### config.mk
export PLATFORM = sky130hd
export DESIGN_NAME = bcs_sequencer
export DESIGN_NICKNAME = d
export VERILOG_FILES = /design/src/bcs_pkg.sv /design/src/bcs_sequencer.sv
export VERILOG_INCLUDE_DIRS = /design/src
export SDC_FILE = /design/constraint.sdc
export NUM_CORES = 1
export LEC_CHECK = 0
export BUFFER_PORTS_ARGS = -buffer_cell sky130_fd_sc_hd__buf_2
export CAP_MARGIN = 15
export CORE_ASPECT_RATIO = 0.6
export CORE_UTILIZATION = 60
export CTS_CLUSTER_SIZE = 40
export DETAILED_ROUTE_END_ITERATION = 12
export PLACE_DENSITY = 0.84
export SLEW_MARGIN = 30
export SYNTH_ARGS = -nofsm -noshare
export SYNTH_HDL_FRONTEND = slang
export SYNTH_SLANG_ARGS = --single-unit
### constraint.sdc
create_clock -name clk -period 8.7 [get_ports clk]
set_clock_uncertainty 0.1 [all_clocks]
set_input_delay 0 -clock clk [delete_from_list [all_inputs] [get_ports clk]]
set_output_delay 0 -clock clk [all_outputs]
set_load 0.03 [all_outputs]
### src/bcs_defs.svh
// Summary of operation
// - Precharge current is always one tenth of fast-charge current, not adjustable.
// - Leave precharge for fast charge once battery passes the low threshold.
// - At regulation voltage enter constant-voltage phase and hold it.
// - At termination current set the charge-done flag and turn charger off.
// - Suppress termination while input-limit or thermal loop is active.
// - Safety timer runs at half rate while charge current is reduced.
// - Two-bit termination threshold field, default 7.5 percent; avoid 2.5 percent.
// - Termination enabled at reset; disable bit keeps charger in CV, no detection.
// - Both safety timers are off while termination is disabled.
// - Below recharge threshold run sink test; still present and enabled restarts charge.
// - After removal, alternate source and sink tests until battery found or disabled.
// - Battery removal also raises the pack thermal error flag.
// - Separate fast and precharge timeouts; timer-enable cleared disables safety timers.
// - Half-rate timing enabled at reset; clearing its bit forces full rate.
// - Full rate and termination return only once both reduction loops are inactive.
// - Timer fault when precharge or fast-charge phase outlasts its timeout.
// - Fast and precharge timeout faults sit in separate status bits.
// - Supply rise, reset-bit rise or recharge drop clear faults and restart charge.
// - Temperature fault suspends charging and freezes timer; resume without reset.
// - Range-select bit picks a 0-45 or 0-60 degree charging window.
// - Thermistor-type bit switches thresholds from 10k to 100k thermistor.
// - Sleep state keeps charging but returns all registers to defaults; the code restores only the three control registers, and status keeps its flags.
// - On charger enable first check the battery terminal for a short.
`ifndef BCS_DEFS_SVH
`define BCS_DEFS_SVH
`define BCS_A_STATUS 8'h00
`define BCS_A_CTRL1 8'h04
`define BCS_A_CTRL2 8'h08
`define BCS_A_CTRL3 8'h0C
// Control one fields
`define BCS_C1_TERMDIS 0
`define BCS_C1_TMREN 1
`define BCS_C1_CHGEN 2
`define BCS_C1_RESET 3
`define BCS_C1_NTC 4
`define BCS_C1_FTMO 6:5
`define BCS_C1_ICHG 8:7
`define BCS_C1_RST 32'h0000_0006
// Control two
`define BCS_C2_DYN 0
`define BCS_C2_RST 32'h0000_0001
// Control three
`define BCS_C3_TERMF 1:0
`define BCS_C3_TEMP_WINDOW_SELECT 2
`define BCS_C3_PTMO 4:3
`define BCS_C3_RST 32'h0000_0002
// Status bits
`define BCS_S_DONE 0
`define BCS_S_FTO 1
`define BCS_S_PTO 2
`define BCS_S_PTE 3
// Timing: tick period and detection interval
`define BCS_TICK_NS 1000
`define BCS_CLK_NS 4
`define BCS_TICK_CYC (`BCS_TICK_NS / `BCS_CLK_NS)
`define BCS_DET_US 250
`define BCS_DET_TICKS `BCS_DET_US
`define BCS_DEB_CYC 16
`endif

### src/bcs_pkg.sv
package bcs_pkg;
  typedef enum logic [3:0] {
    BCS_OFF, BCS_SHORT, BCS_PRE, BCS_FAST, BCS_CV, BCS_DONE,
    BCS_SINK, BCS_SRC, BCS_SINK2, BCS_SUSP, BCS_FAULT
  } bcs_state_type;
  typedef struct packed {
    logic batAboveLow;
    logic batAboveRch;
    logic batAtReg;
    logic batAboveShort;
    logic currAtTerm;
    logic inLimitLoop;
    logic thermLoop;
    logic pathReduce;
    logic tempFault;
    logic usbPresent;
    logic acPresent;
    logic sleepState;
  } bcs_sense_type;
  typedef struct packed {
    logic chargeOn;
    logic preCurrent;
    logic cvMode;
    logic detSink;
    logic detSource;
    logic shortTest;
    logic [1:0] fastCurrent;
    logic [1:0] termLevel;
    logic tempWindow;
    logic thermKind;
  } bcs_drive_type;
endpackage : bcs_pkg

### src/bcs_sequencer.sv
// The AHB-Lite register port and the placing of the registers were decided locally.
`timescale 1ns/1ps
`default_nettype none
`include "bcs_defs.svh"
module bcs_sequencer (
  input wire logic clk,
  input wire logic rst,
  input wire logic [31:0] haddr,
  input wire logic [1:0] htrans,
  input wire logic hwrite,
  input wire logic [2:0] hsize,
  input wire logic hsel,
  input wire logic hready,
  input wire logic [31:0] hwdata,
  output logic [31:0] hrdata,
  output logic hreadyout,
  output logic hresp,
  input wire bcs_pkg::bcs_sense_type senseIn,
  output bcs_pkg::bcs_drive_type driveOut,
  output logic [3:0] chargeState
);
  // ------------------------------------------------------------
  // Input synchronisers
  // ------------------------------------------------------------
  bcs_pkg::bcs_sense_type syncA_q, sense_q;
  always_ff @(posedge clk or posedge rst)
    if (rst)
    begin
      syncA_q <= '0;
      sense_q <= '0;
    end
    else
    begin
      syncA_q <= senseIn;
      sense_q <= syncA_q;
    end

  // ------------------------------------------------------------
  // Bus slave
  // ------------------------------------------------------------
  logic wrPend_q;
  logic [7:0] wrAddr_q;
  logic [31:0] ctrl1_q, ctrl2_q, ctrl3_q;
  logic [3:0] status_q;
  wire addrPhase = hsel && hready && htrans[1];
  wire sleepReg = sense_q.sleepState;
  always_ff @(posedge clk or posedge rst)
    if (rst)
    begin
      wrPend_q <= 1'b0;
      wrAddr_q <= 8'h00;
      hrdata <= 32'h0;
    end
    else
    begin
      wrPend_q <= addrPhase && hwrite;
      wrAddr_q <= haddr[7:0];
      if (addrPhase && !hwrite)
        case (haddr[7:0])
          `BCS_A_STATUS: hrdata <= {28'h0, status_q};
          `BCS_A_CTRL1: hrdata <= ctrl1_q;
          `BCS_A_CTRL2: hrdata <= ctrl2_q;
          `BCS_A_CTRL3: hrdata <= ctrl3_q;
          default: hrdata <= 32'h0;
        endcase
    end
  assign hreadyout = 1'b1;
  assign hresp = 1'b0;
  wire wr1 = wrPend_q && wrAddr_q == `BCS_A_CTRL1;
  wire wr2 = wrPend_q && wrAddr_q == `BCS_A_CTRL2;
  wire wr3 = wrPend_q && wrAddr_q == `BCS_A_CTRL3;

  // Sleep returns settings to defaults while charging goes on
  always_ff @(posedge clk or posedge rst)
    if (rst)
    begin
      ctrl1_q <= `BCS_C1_RST;
      ctrl2_q <= `BCS_C2_RST;
      ctrl3_q <= `BCS_C3_RST;
    end
    else if (sleepReg)
    begin
      ctrl1_q <= `BCS_C1_RST;
      ctrl2_q <= `BCS_C2_RST;
      ctrl3_q <= `BCS_C3_RST;
    end
    else
    begin
      if (wr1)
        ctrl1_q <= {23'h0, hwdata[8:0]};
      if (wr2)
        ctrl2_q <= {31'h0, hwdata[0]};
      if (wr3)
        ctrl3_q <= {27'h0, hwdata[4:0]};
    end

  wire termDis = ctrl1_q[`BCS_C1_TERMDIS];
  wire chgEn = ctrl1_q[`BCS_C1_CHGEN];
  // Timers need both the enable and live termination
  wire tmrOn = ctrl1_q[`BCS_C1_TMREN] && !termDis;
  wire reduced = sense_q.inLimitLoop || sense_q.thermLoop
    || sense_q.pathReduce;
  wire halfRate = reduced && ctrl2_q[`BCS_C2_DYN];
  wire termOk = !termDis && !sense_q.inLimitLoop
    && !sense_q.thermLoop;

  // ------------------------------------------------------------
  // Restart events
  // ------------------------------------------------------------
  logic usbP_q, acP_q, resetBit_q, chgEnP_q, rchP_q;
  always_ff @(posedge clk or posedge rst)
    if (rst)
    begin
      usbP_q <= 1'b0;
      acP_q <= 1'b0;
      resetBit_q <= 1'b0;
      // Matches the enable's reset value, so reset makes no false rise
      chgEnP_q <= 1'b1;
      rchP_q <= 1'b0;
    end
    else
    begin
      usbP_q <= sense_q.usbPresent;
      acP_q <= sense_q.acPresent;
      resetBit_q <= ctrl1_q[`BCS_C1_RESET];
      chgEnP_q <= chgEn;
      rchP_q <= sense_q.batAboveRch;
    end
  wire supplyRise = (sense_q.usbPresent && !usbP_q)
    || (sense_q.acPresent && !acP_q);
  wire resetRise = ctrl1_q[`BCS_C1_RESET] && !resetBit_q;
  wire rchFall = rchP_q && !sense_q.batAboveRch;
  wire restart = supplyRise || resetRise;

  // ------------------------------------------------------------
  // Tick and timers
  // ------------------------------------------------------------
  logic [7:0] tickCnt_q;
  logic halfPh_q;
  logic [31:0] phaseTmr_q;
  logic [15:0] detTmr_q;
  bcs_pkg::bcs_state_type state_q, state_d, resume_q;
  wire tick = tickCnt_q == 8'(`BCS_TICK_CYC - 1);
  // Half rate: only every other tick counts
  wire tmrStep = tick && (!halfRate || halfPh_q)
    && !sense_q.tempFault;

  function automatic logic [31:0] tmoTicks(input logic [1:0] sel,
                                           input logic pre);
    tmoTicks = pre ? (32'(sel) + 32'h1) * 32'd1800000
                   : (32'(sel) + 32'h1) * 32'd10800000;
  endfunction : tmoTicks

  wire [31:0] preLimit = tmoTicks(ctrl3_q[`BCS_C3_PTMO], 1'b1);
  wire [31:0] fastLimit = tmoTicks(ctrl1_q[`BCS_C1_FTMO], 1'b0);
  wire inPre = state_q == bcs_pkg::BCS_PRE;
  wire inFast = state_q == bcs_pkg::BCS_FAST
    || state_q == bcs_pkg::BCS_CV;
  wire preExpire = tmrOn && inPre && phaseTmr_q >= preLimit;
  wire fastExpire = tmrOn && inFast && phaseTmr_q >= fastLimit;
  wire detDone = detTmr_q >= 16'(`BCS_DET_TICKS);

  always_ff @(posedge clk or posedge rst)
    if (rst)
    begin
      tickCnt_q <= 8'h0;
      halfPh_q <= 1'b0;
    end
    else
    begin
      tickCnt_q <= tick ? 8'h0 : tickCnt_q + 8'h1;
      if (tick)
        halfPh_q <= !halfPh_q;
    end

  // ------------------------------------------------------------
  // Charge state machine
  // ------------------------------------------------------------
  always_comb
  begin
    state_d = state_q;
    case (state_q)
      bcs_pkg::BCS_OFF:
        if (chgEn && !chgEnP_q)
          state_d = bcs_pkg::BCS_SHORT;
      bcs_pkg::BCS_SHORT:
        if (sense_q.batAboveShort)
          state_d = bcs_pkg::BCS_PRE;
      bcs_pkg::BCS_PRE:
        if (preExpire)
          state_d = bcs_pkg::BCS_FAULT;
        else if (sense_q.batAboveLow)
          state_d = bcs_pkg::BCS_FAST;
      bcs_pkg::BCS_FAST:
        if (fastExpire)
          state_d = bcs_pkg::BCS_FAULT;
        else if (sense_q.batAtReg)
          state_d = bcs_pkg::BCS_CV;
      bcs_pkg::BCS_CV:
        if (fastExpire)
          state_d = bcs_pkg::BCS_FAULT;
        else if (sense_q.currAtTerm && termOk)
          state_d = bcs_pkg::BCS_DONE;
      bcs_pkg::BCS_DONE:
        if (rchFall && !termDis)
          state_d = bcs_pkg::BCS_SINK;
      bcs_pkg::BCS_SINK:
        if (!sense_q.batAboveLow)
          state_d = bcs_pkg::BCS_SRC;
        else if (detDone)
          state_d = chgEn ? bcs_pkg::BCS_PRE : bcs_pkg::BCS_OFF;
      bcs_pkg::BCS_SRC:
        if (detDone)
          state_d = sense_q.batAboveRch ? bcs_pkg::BCS_SINK2
                                        : bcs_pkg::BCS_PRE;
      bcs_pkg::BCS_SINK2:
        if (!sense_q.batAboveLow)
          state_d = bcs_pkg::BCS_SRC;
        else if (detDone)
          state_d = bcs_pkg::BCS_PRE;
      bcs_pkg::BCS_SUSP:
        if (!sense_q.tempFault)
          state_d = resume_q;
      bcs_pkg::BCS_FAULT:
        if (rchFall)
          state_d = bcs_pkg::BCS_PRE;
      default:
        state_d = bcs_pkg::BCS_OFF;
    endcase
    if (restart && state_q != bcs_pkg::BCS_OFF)
      state_d = bcs_pkg::BCS_PRE;
    if ((inPre || inFast) && sense_q.tempFault)
      state_d = bcs_pkg::BCS_SUSP;
    if (!chgEn)
      state_d = bcs_pkg::BCS_OFF;
  end

  wire phaseChange = state_d != state_q;
  wire detState = state_q == bcs_pkg::BCS_SINK
    || state_q == bcs_pkg::BCS_SRC || state_q == bcs_pkg::BCS_SINK2;
  wire suspending = state_d == bcs_pkg::BCS_SUSP;
  wire resuming = state_q == bcs_pkg::BCS_SUSP;
  // Fast timer runs from fast start across CV; frozen while suspended
  wire keepTmr = suspending || resuming
    || (state_q == bcs_pkg::BCS_FAST && state_d == bcs_pkg::BCS_CV);

  always_ff @(posedge clk or posedge rst)
    if (rst)
    begin
      state_q <= bcs_pkg::BCS_OFF;
      resume_q <= bcs_pkg::BCS_PRE;
      phaseTmr_q <= 32'h0;
      detTmr_q <= 16'h0;
    end
    else
    begin
      state_q <= state_d;
      if (suspending && !resuming)
        resume_q <= state_q;
      if (phaseChange && !keepTmr)
        phaseTmr_q <= 32'h0;
      else if (tmrStep && (inPre || inFast))
        phaseTmr_q <= phaseTmr_q + 32'h1;
      if (phaseChange || !detState)
        detTmr_q <= 16'h0;
      else if (tick)
        detTmr_q <= detTmr_q + 16'h1;
    end

  // ------------------------------------------------------------
  // Status flags, set wins over clear
  // ------------------------------------------------------------
  wire doneSet = state_d == bcs_pkg::BCS_DONE
    && state_q == bcs_pkg::BCS_CV;
  wire removal = state_q == bcs_pkg::BCS_SINK
    && !sense_q.batAboveLow;
  wire clrTo = restart || rchFall;
  always_ff @(posedge clk or posedge rst)
    if (rst)
      status_q <= 4'h0;
    else
    begin
      if (doneSet)
        status_q[`BCS_S_DONE] <= 1'b1;
      else if (state_d == bcs_pkg::BCS_PRE)
        status_q[`BCS_S_DONE] <= 1'b0;
      if (fastExpire)
        status_q[`BCS_S_FTO] <= 1'b1;
      else if (clrTo)
        status_q[`BCS_S_FTO] <= 1'b0;
      if (preExpire)
        status_q[`BCS_S_PTO] <= 1'b1;
      else if (clrTo)
        status_q[`BCS_S_PTO] <= 1'b0;
      if (removal)
        status_q[`BCS_S_PTE] <= 1'b1;
      else if (state_d == bcs_pkg::BCS_PRE)
        status_q[`BCS_S_PTE] <= 1'b0;
    end

  // ------------------------------------------------------------
  // Drive outputs
  // ------------------------------------------------------------
  always_ff @(posedge clk or posedge rst)
    if (rst)
      driveOut <= '0;
    else
    begin
      driveOut.chargeOn <= inPre || inFast
        || state_q == bcs_pkg::BCS_SRC;
      // Fixed ratio, no register reaches it
      driveOut.preCurrent <= inPre
        || state_q == bcs_pkg::BCS_SRC;
      driveOut.cvMode <= state_q == bcs_pkg::BCS_CV;
      driveOut.detSink <= state_q == bcs_pkg::BCS_SINK
        || state_q == bcs_pkg::BCS_SINK2;
      driveOut.detSource <= state_q == bcs_pkg::BCS_SRC;
      driveOut.shortTest <= state_q == bcs_pkg::BCS_SHORT;
      driveOut.fastCurrent <= ctrl1_q[`BCS_C1_ICHG];
      driveOut.termLevel <= ctrl3_q[`BCS_C3_TERMF];
      driveOut.tempWindow <= ctrl3_q[`BCS_C3_TEMP_WINDOW_SELECT];
      driveOut.thermKind <= ctrl1_q[`BCS_C1_NTC];
    end
  assign chargeState = state_q;

  // ------------------------------------------------------------
  // Assertions
  // ------------------------------------------------------------
  property p_done_sets;
    @(posedge clk) disable iff (rst)
    doneSet |=> status_q[`BCS_S_DONE] && state_q == bcs_pkg::BCS_DONE;
  endproperty
  a_done_sets: assert property (p_done_sets)
    else $error("done flag not set");
  property p_no_term_loop;
    @(posedge clk) disable iff (rst)
    state_q == bcs_pkg::BCS_CV && (sense_q.thermLoop
      || sense_q.inLimitLoop || termDis) |=> state_q != bcs_pkg::BCS_DONE;
  endproperty
  a_no_term_loop: assert property (p_no_term_loop)
    else $error("termination while loop active");
  property p_timers_off;
    @(posedge clk) disable iff (rst)
    termDis |-> !preExpire && !fastExpire;
  endproperty
  a_timers_off: assert property (p_timers_off)
    else $error("timer active with termination off");
  property p_freeze;
    @(posedge clk) disable iff (rst)
    state_q == bcs_pkg::BCS_SUSP && state_d == bcs_pkg::BCS_SUSP
      |=> $stable(phaseTmr_q);
  endproperty
  a_freeze: assert property (p_freeze)
    else $error("timer moved in suspend");
  property p_pre_to_fast;
    @(posedge clk) disable iff (rst)
    inPre && sense_q.batAboveLow && chgEn && !preExpire && !restart
      && !sense_q.tempFault |=> state_q == bcs_pkg::BCS_FAST;
  endproperty
  a_pre_to_fast: assert property (p_pre_to_fast)
    else $error("no fast charge");
  property p_fto;
    @(posedge clk) disable iff (rst)
    fastExpire |=> status_q[`BCS_S_FTO] && !status_q[`BCS_S_DONE] ##0
      !$rose(status_q[`BCS_S_PTO]);
  endproperty
  a_fto: assert property (p_fto)
    else $error("fast timeout flag wrong");
  property p_restart;
    @(posedge clk) disable iff (rst)
    restart && chgEn && state_q != bcs_pkg::BCS_OFF && !preExpire
      && !fastExpire |=> !status_q[`BCS_S_FTO] && !status_q[`BCS_S_PTO];
  endproperty
  a_restart: assert property (p_restart)
    else $error("restart did not clear faults");
  property p_removal;
    @(posedge clk) disable iff (rst)
    removal |=> status_q[`BCS_S_PTE] ##1 driveOut.detSource;
  endproperty
  a_removal: assert property (p_removal)
    else $error("removal not flagged");
  property p_sleep;
    @(posedge clk) disable iff (rst)
    sleepReg |=> ctrl2_q == `BCS_C2_RST && ctrl1_q == `BCS_C1_RST;
  endproperty
  a_sleep: assert property (p_sleep)
    else $error("sleep did not restore defaults");
endmodule : bcs_sequencer
`default_nettype wire

; Yosys cells after proc, flatten, opt, wreduce, memory -nomap -nowiden
; Cells that the tools add are included.
; Widths: inputs -> output; s select.
[classes]
mux = 37
add_sub_neg = 5
magnitude_cmp = 3
reduce_logical = 77
n_eq_ne = 22
multipliers = 2
[ops]
columns = cell, count
row1 = $mux 32, 8
row2 = $pmux 32 s4, 1
row3 = $mux 4, 18
row4 = $pmux 4 s10, 1
row5 = $add 32x1->32 const B, 1
row6 = $eq 8x4->1 const B, 4
row7 = $ge 32x27->1, 1
row8 = $ge 32x32->1, 1
row9 = $logic_and 1x1->1, 32
row10 = $mul 32x15->26 const B, 1
row11 = $mux 16, 2
row12 = $eq 4x3->1 const B, 6
row13 = $mul 3x17->20 const B, 1
row14 = $reduce_bool 2->1, 9
row15 = $add 16x1->16 const B, 1
row16 = $eq 4x4->1 const B, 4
row17 = $eq 8x3->1 const B, 2
row18 = $ge 16x8->1 const B, 1
row19 = $logic_not 1->1, 16
row20 = $logic_or 1x1->1, 16
row21 = $eq 4x2->1 const B, 3
row22 = $add 8x1->8 const B, 1
row23 = $eq 8x8->1 const B, 1
row24 = $logic_not 8->1, 1
row25 = other kinds (8), 14
[totals]
output_inout_bits = 50
reg_bits = 247

; Depth between registers and ports, before layout
[depth]
ltp_word = 16
mapped_depth = 19
mapped_depth_nobuf = 17

; Worst setup path before layout
; Ideal clock, no wire load.
[synth_path]
path_kind = register to register
startpoint = reg ctrl3_q[3]
endpoint = reg phaseTmr_q[0]
period_less_slack_ns = 4.552
path_slack_ns = 4.148
setup_time_ns = 0.080
arrival_ns = 4.372
n_path_buf = 2
t_required_ns = 8.520
stages_incl_launch_ff = 19
cell_sequence = dfrtp_1 > inv_1 > ha_1 > xnor2_1 > ha_1 > a41o_1 > mux2_2 > xor2_1 > ha_1 > nand4_1 > nor4_1 > o2111ai_1 > a31oi_1 > nand4b_1 > nand3_1 > a2111o_1 > buf_6 > buf_6 > o22ai_2
[synth_via]
elab_chain_len = 15
word_cells_on_any_way = 19
classes_between = add/sub (1) / mul (1) / order compare (1) / eq/ne (3) / mux (6) / reduce/logical (7)
[synth_lines]
columns = item, line_no
row1 = from (decl), bcs_sequencer.sv:43  ; logic [31:0] ctrl1_q, ctrl2_q, ctrl3_q;
row2 = from (signal assigned), bcs_sequencer.sv:79  ; ctrl3_q <= `BCS_C3_RST;
row3 = from (signal assigned), bcs_sequencer.sv:85  ; ctrl3_q <= `BCS_C3_RST;
row4 = from (signal assigned), bcs_sequencer.sv:94  ; ctrl3_q <= {27'h0, hwdata[4:0]};
row5 = $add 2x1->3 (*), -
row6 = $mul 32x15->26 (*), bcs_sequencer.sv:150  ; tmoTicks = pre ? (32'(sel) + 32'h1) * 32'd1800000
row7 = $ge 32x32->1 (*), bcs_sequencer.sv:159  ; wire preExpire = tmrOn && inPre && phaseTmr_q >= preLimit;
row8 = $logic_and 1x1->1 (*), bcs_sequencer.sv:159
row9 = $mux 4 (*), bcs_sequencer.sv:190  ; if (preExpire)
row10 = $pmux 4 s10 (*), bcs_sequencer.sv:182  ; case (state_q)
row11 = $mux 4 (*), bcs_sequencer.sv:230  ; if (restart && state_q != bcs_pkg::BCS_OFF)
row12 = $mux 4 (*), bcs_sequencer.sv:232  ; if ((inPre || inFast) && sense_q.tempFault)
row13 = $mux 4 (*), bcs_sequencer.sv:234  ; if (!chgEn)
row14 = $eq 4x4->1 or $eq 4x3->1 (tied branches), "bcs_sequencer.sv:241, bcs_sequencer.sv:245"
row15 = $logic_or 1x1->1 or $logic_and 1x1->1 (tied branches), "bcs_sequencer.sv:244, bcs_sequencer.sv:245"
row16 = $logic_or 1x1->1, bcs_sequencer.sv:245  ; || (state_q == bcs_pkg::BCS_FAST && state_d == bcs_pkg::BCS_CV);
row17 = $logic_not 1->1, bcs_sequencer.sv:260  ; if (phaseChange && !keepTmr)
row18 = $logic_and 1x1->1 (*), bcs_sequencer.sv:260
row19 = $mux 32 or $reduce_bool 2->1 (tied branches), -
row20 = to (signal assigned), bcs_sequencer.sv:263  ; phaseTmr_q <= phaseTmr_q + 32'h1;
row21 = to (decl), bcs_sequencer.sv:140  ; logic [31:0] phaseTmr_q;
; Mark *: on every way between the ends. The rest lies on a longest branch, timed or not.
; A chain may end at the register's enable or synchronous reset.

; Worst setup path after layout
[layout_path]
startpoint = reg ctrl3_q[3]
endpoint = reg phaseTmr_q[19]
; The elaborated chain is that of the path after synthesis.

==> impl_results.md <==
* Status: completed
* CP peak stage delay at 0.51 ns
* Clock slew at reported path FFs at roughly 0.06 ns
* Actual slew at the worst max-slew pin at 0.8696 ns
* Dpl cell area at 8582 um^2
* Die Area at approximately 14000 um^2
* Reg2Reg Capture Point: phaseTmr_q[19]$_DFFE_PP0P_
* Vias in the first global route at 6309
* Max cap viols at 0
* Ys Warns at 0
* DIE HEIGHT at 92.84 um
* Diode count at 0
* Setup crit end: phaseTmr_q[19]$_DFFE_PP0P_
* Initial core utilization at 0.6283
* Post-synth EDFFs at 0
* Max Slew Vio Count at 0
* Mean Syn Cell Area at approximately 10 um^2
* Family with the most delay on the worst path: compound AO/OA/AOI/OAI gates
* Cell row count at 32
* Inserted Clock Buffers at 17
* Main synth FF type: dfrtp_1
* Pwr Density at 218.2 nW/um^2
* All-Layer GR Usage at 0.3020
* Yosys reg bits at 143
* DRC viols at 0
* # IOs at 136
* Routed vias at roughly 6.6k
* Final hold viol count at 0
* CORE AREA at 13130 um^2
* DP HPWL at around 13000 um
* Power Total at between 2000 and 2500 uW
* Number of port buffers at 59
* Fin crit period at 5.887 ns
* Most used cell, CP: ha_1
* Peak VDD IR at a little over 200 uV
* Nets at 1040
* Post-CTS sizing at 0
* Worst skew pair latency at 0.43 ns
* Drt first pass iters at 7
* Final GP Congestion at 0.9546
* Via density at 6.149
* Final non-filler cell area at 9480 um^2
* Post-synthesis sequential area ratio at 0.4346
* Clock root cell: clkbuf_16
* Post-CTS Setup Inserts at 0
* Worst setup EP type: flip-flop
* Fmax at 0.1699 GHz
* Filler cell count at about 930
* Worst setup path category: reg -> reg
* CP arrival at roughly 6 ns
* CTS tree: built
* Core Util, Final at 0.7219
* Buffers & Inverters on Critical Path at 2
* Post-Synthesis Cells at 802
* Crit-path max FO at 32
* Static leakage at 0.004306 uW
* Hold WC Path Type: in -> reg
* DRT Wirelength at between 20000 and 25000 um
* CP required at approximately 8.9 ns
* Initial DRC Count at 652
* Cell Area, Synth at 8252 um^2
* FF-to-FF Start: ctrl3_q[3]$_DFFE_PP0P_
* Stages on the worst setup path at 17
* CP startpoint kind: flip-flop
* Worst Reg-to-Reg Cells at 17
* Final Worst Setup Slack at 2.813 ns
* Relative slew slack at 0.4203
* Flop2flop setup slack at approximately 2.8 ns
* RSZ-0062 raised after global routing: no
* Htree depth at 4
* Unique masters post-synth at 79
* Max clock buf depth at 2
* Die W at 153.4 um
* First-pass GRT wire length at 33180 um
* Critical path origin: ctrl3_q[3]$_DFFE_PP0P_
* Initial antenna violation count at 0
* Worst setup slack after placement at between 2 and 3 ns
* Antenna-violating nets left at 0
* Final setup TNS at 0 ns
* Async S/R FF share, synth at 1.000
* Tcrit/Tclk final at 0.6767
* Share of layout cells above drive strength 1 at 0.1481
* Aggregate global routing overflow at 0
* Wirelength per Cell at 18.72 um
* Layout area overhead at 14.89%
* CP Cell Sequence: inv_1, ha_1, xnor2_1, ha_1, fa_1, a31oi_1, o21ai_0, a22oi_1, ha_1, and4_1, a2111oi_0, a31oi_1, nand4b_1, a21oi_1, a32oi_2, buf_4, o22ai_1
* Slowest cell on the critical path: dfrtp_1
* CTS sink cnt at 143
* Largest net degree at the start of global routing at 88
* Setup violators final at 0
## registers in the layout, indices dropped and copies added, names as in the netlist, 4 cells and up
register     count
tickCnt_q        8
wrAddr_q         8
status_q         4
ctrl3_q          5
syncA_q         12
detTmr_q        16
chargeState      4
driveOut        12
ctrl1_q          9
sense_q         11
phaseTmr_q      32
hrdata           9
resume_q         4
## kinds of logic after synthesis
| group | Yosys count | synth area share |
|---|---|---|
| AND/OR/NAND/NOR | 249 | 0.1648 |
| other | 2 | 0.0009101 |
| adder cells (fa/ha/maj) | 62 | 0.09492 |
| AO/OA/AOI/OAI | 181 | 0.1669 |
| flip-flops | 143 | 0.4346 |
| buffers and inverters | 95 | 0.05913 |
| multiplexers | 18 | 0.02350 |
| XOR/XNOR | 52 | 0.05519 |
## report_power, final
group / internal (uW) / switching (uW) / total, uW
sequential: 701 / 68.8 / 770
clock: 405 / 316 / 721
combinational: 172 / 406 / 578
total: 1280 / 791 / 2070
## synth_stat cells (7+ instances only)
cell         n  share of area
o2111ai_1    8         0.0085
o21bai_1    34          0.031
buf_2        9         0.0055
nand4_1     13         0.0099
xor2_1      20          0.021
ha_1        61          0.092
inv_1       39          0.018
and3_1      16          0.012
nand3_1     21          0.013
clkbuf_1    16         0.0073
a22o_1       7         0.0074
nand2b_1    10         0.0076
mux2i_1     16          0.019
nor4_1      10         0.0076
or4_1        7         0.0064
nand2_1     45          0.020
nor2b_1      9         0.0068
xnor2_1     32          0.034
buf_4       28          0.025
nor3_1      23          0.014
dfrtp_1    137           0.42
a21oi_1     23          0.014
o21ai_0     22          0.013
nor2_1      52          0.024
and4_1       7         0.0074
o22ai_1     22          0.017
o22ai_2     10          0.015
## repair_timing
item                       in CTS  in global routing
setup endpoints to repair       0                  0
hold buffers                   32                  0
hold endpoints to repair      122                  0
## final cells by class
| class | instances | area (um^2) | area share |
|---|---|---|---|
| clock buffers | 18 | 429.2 | 0.04527 |
| clock inverters | 14 | 148.9 | 0.01571 |
| inverters | 39 | 151.4 | 0.01597 |
| multi-input cells | 595 | 4299 | 0.4535 |
| flip-flops and latches | 143 | 3586 | 0.3783 |
| well taps | 170 | 212.7 | 0.02244 |
| repair buffers | 96 | 653.1 | 0.06889 |
## metal layers
metal  GRT usage  vias to the layer above  wire (um)
li1            -                     3056          -
met1      0.4436                     3219       9558
met2      0.4422                      309       8511
met3     0.07394                       26       1830
met4     0.08500                        0        227
met5           0                        -          0
## how the worst min path moves through the flow
stage | to | slack [ns] | from | cells after the start
4_1_cts | hrdata[2]$_DFFE_PP0P_ | 0.08 | hwrite | 4
5_1_grt | syncA_q[10]$_DFF_PP0_ | 0.11 | senseIn[10] | 2
3_5_place_dp | syncA_q[9]$_DFF_PP0_ | 0.009 | senseIn[9] | 1
6_report | hrdata[2]$_DFFE_PP0P_ | 0.09 | hwrite | 4
2_1_floorplan | syncA_q[0]$_DFF_PP0_ | -0.07 | senseIn[0] | 0
3_3_place_gp | syncA_q[9]$_DFF_PP0_ | 0.007 | senseIn[9] | 1
## through the flow
stage	hold slack, ns	std cells
2_1_floorplan	-0.06857	833
3_3_place_gp	0.007215	1011
3_5_place_dp	0.009310	1011
4_1_cts	0.07889	1075
5_1_grt	0.1092	1075
6_report	0.08573	1075
## placed cells by master (no fill, tap or decap), drive strengths merged, types with 9 or more instances in the layout
master / instances
nand2b: 10
ha: 61
a21oi: 23
and3: 16
dfrtp: 137
conb: 33
buf: 64
mux2i: 16
nor2: 52
o21ai: 24
inv: 47
nor3: 24
dlygate4sd3: 32
nand3: 22
nor4: 11
nor2b: 9
xnor2: 32
o22ai: 32
nand2: 45
o21bai: 34
nand4: 13
xor2: 20
clkbuf: 18
## worst reg2reg max path: cells and delay by family, from the launching register on
kind	cells	cell delay, ns
compound gates	8	2.49
buf+inv	2	0.52
fa+ha+maj	4	1.47
simple gates	2	0.53
flops	1	0.51
xor+xnor	1	0.17
Power figures use the tool's default switching activity.
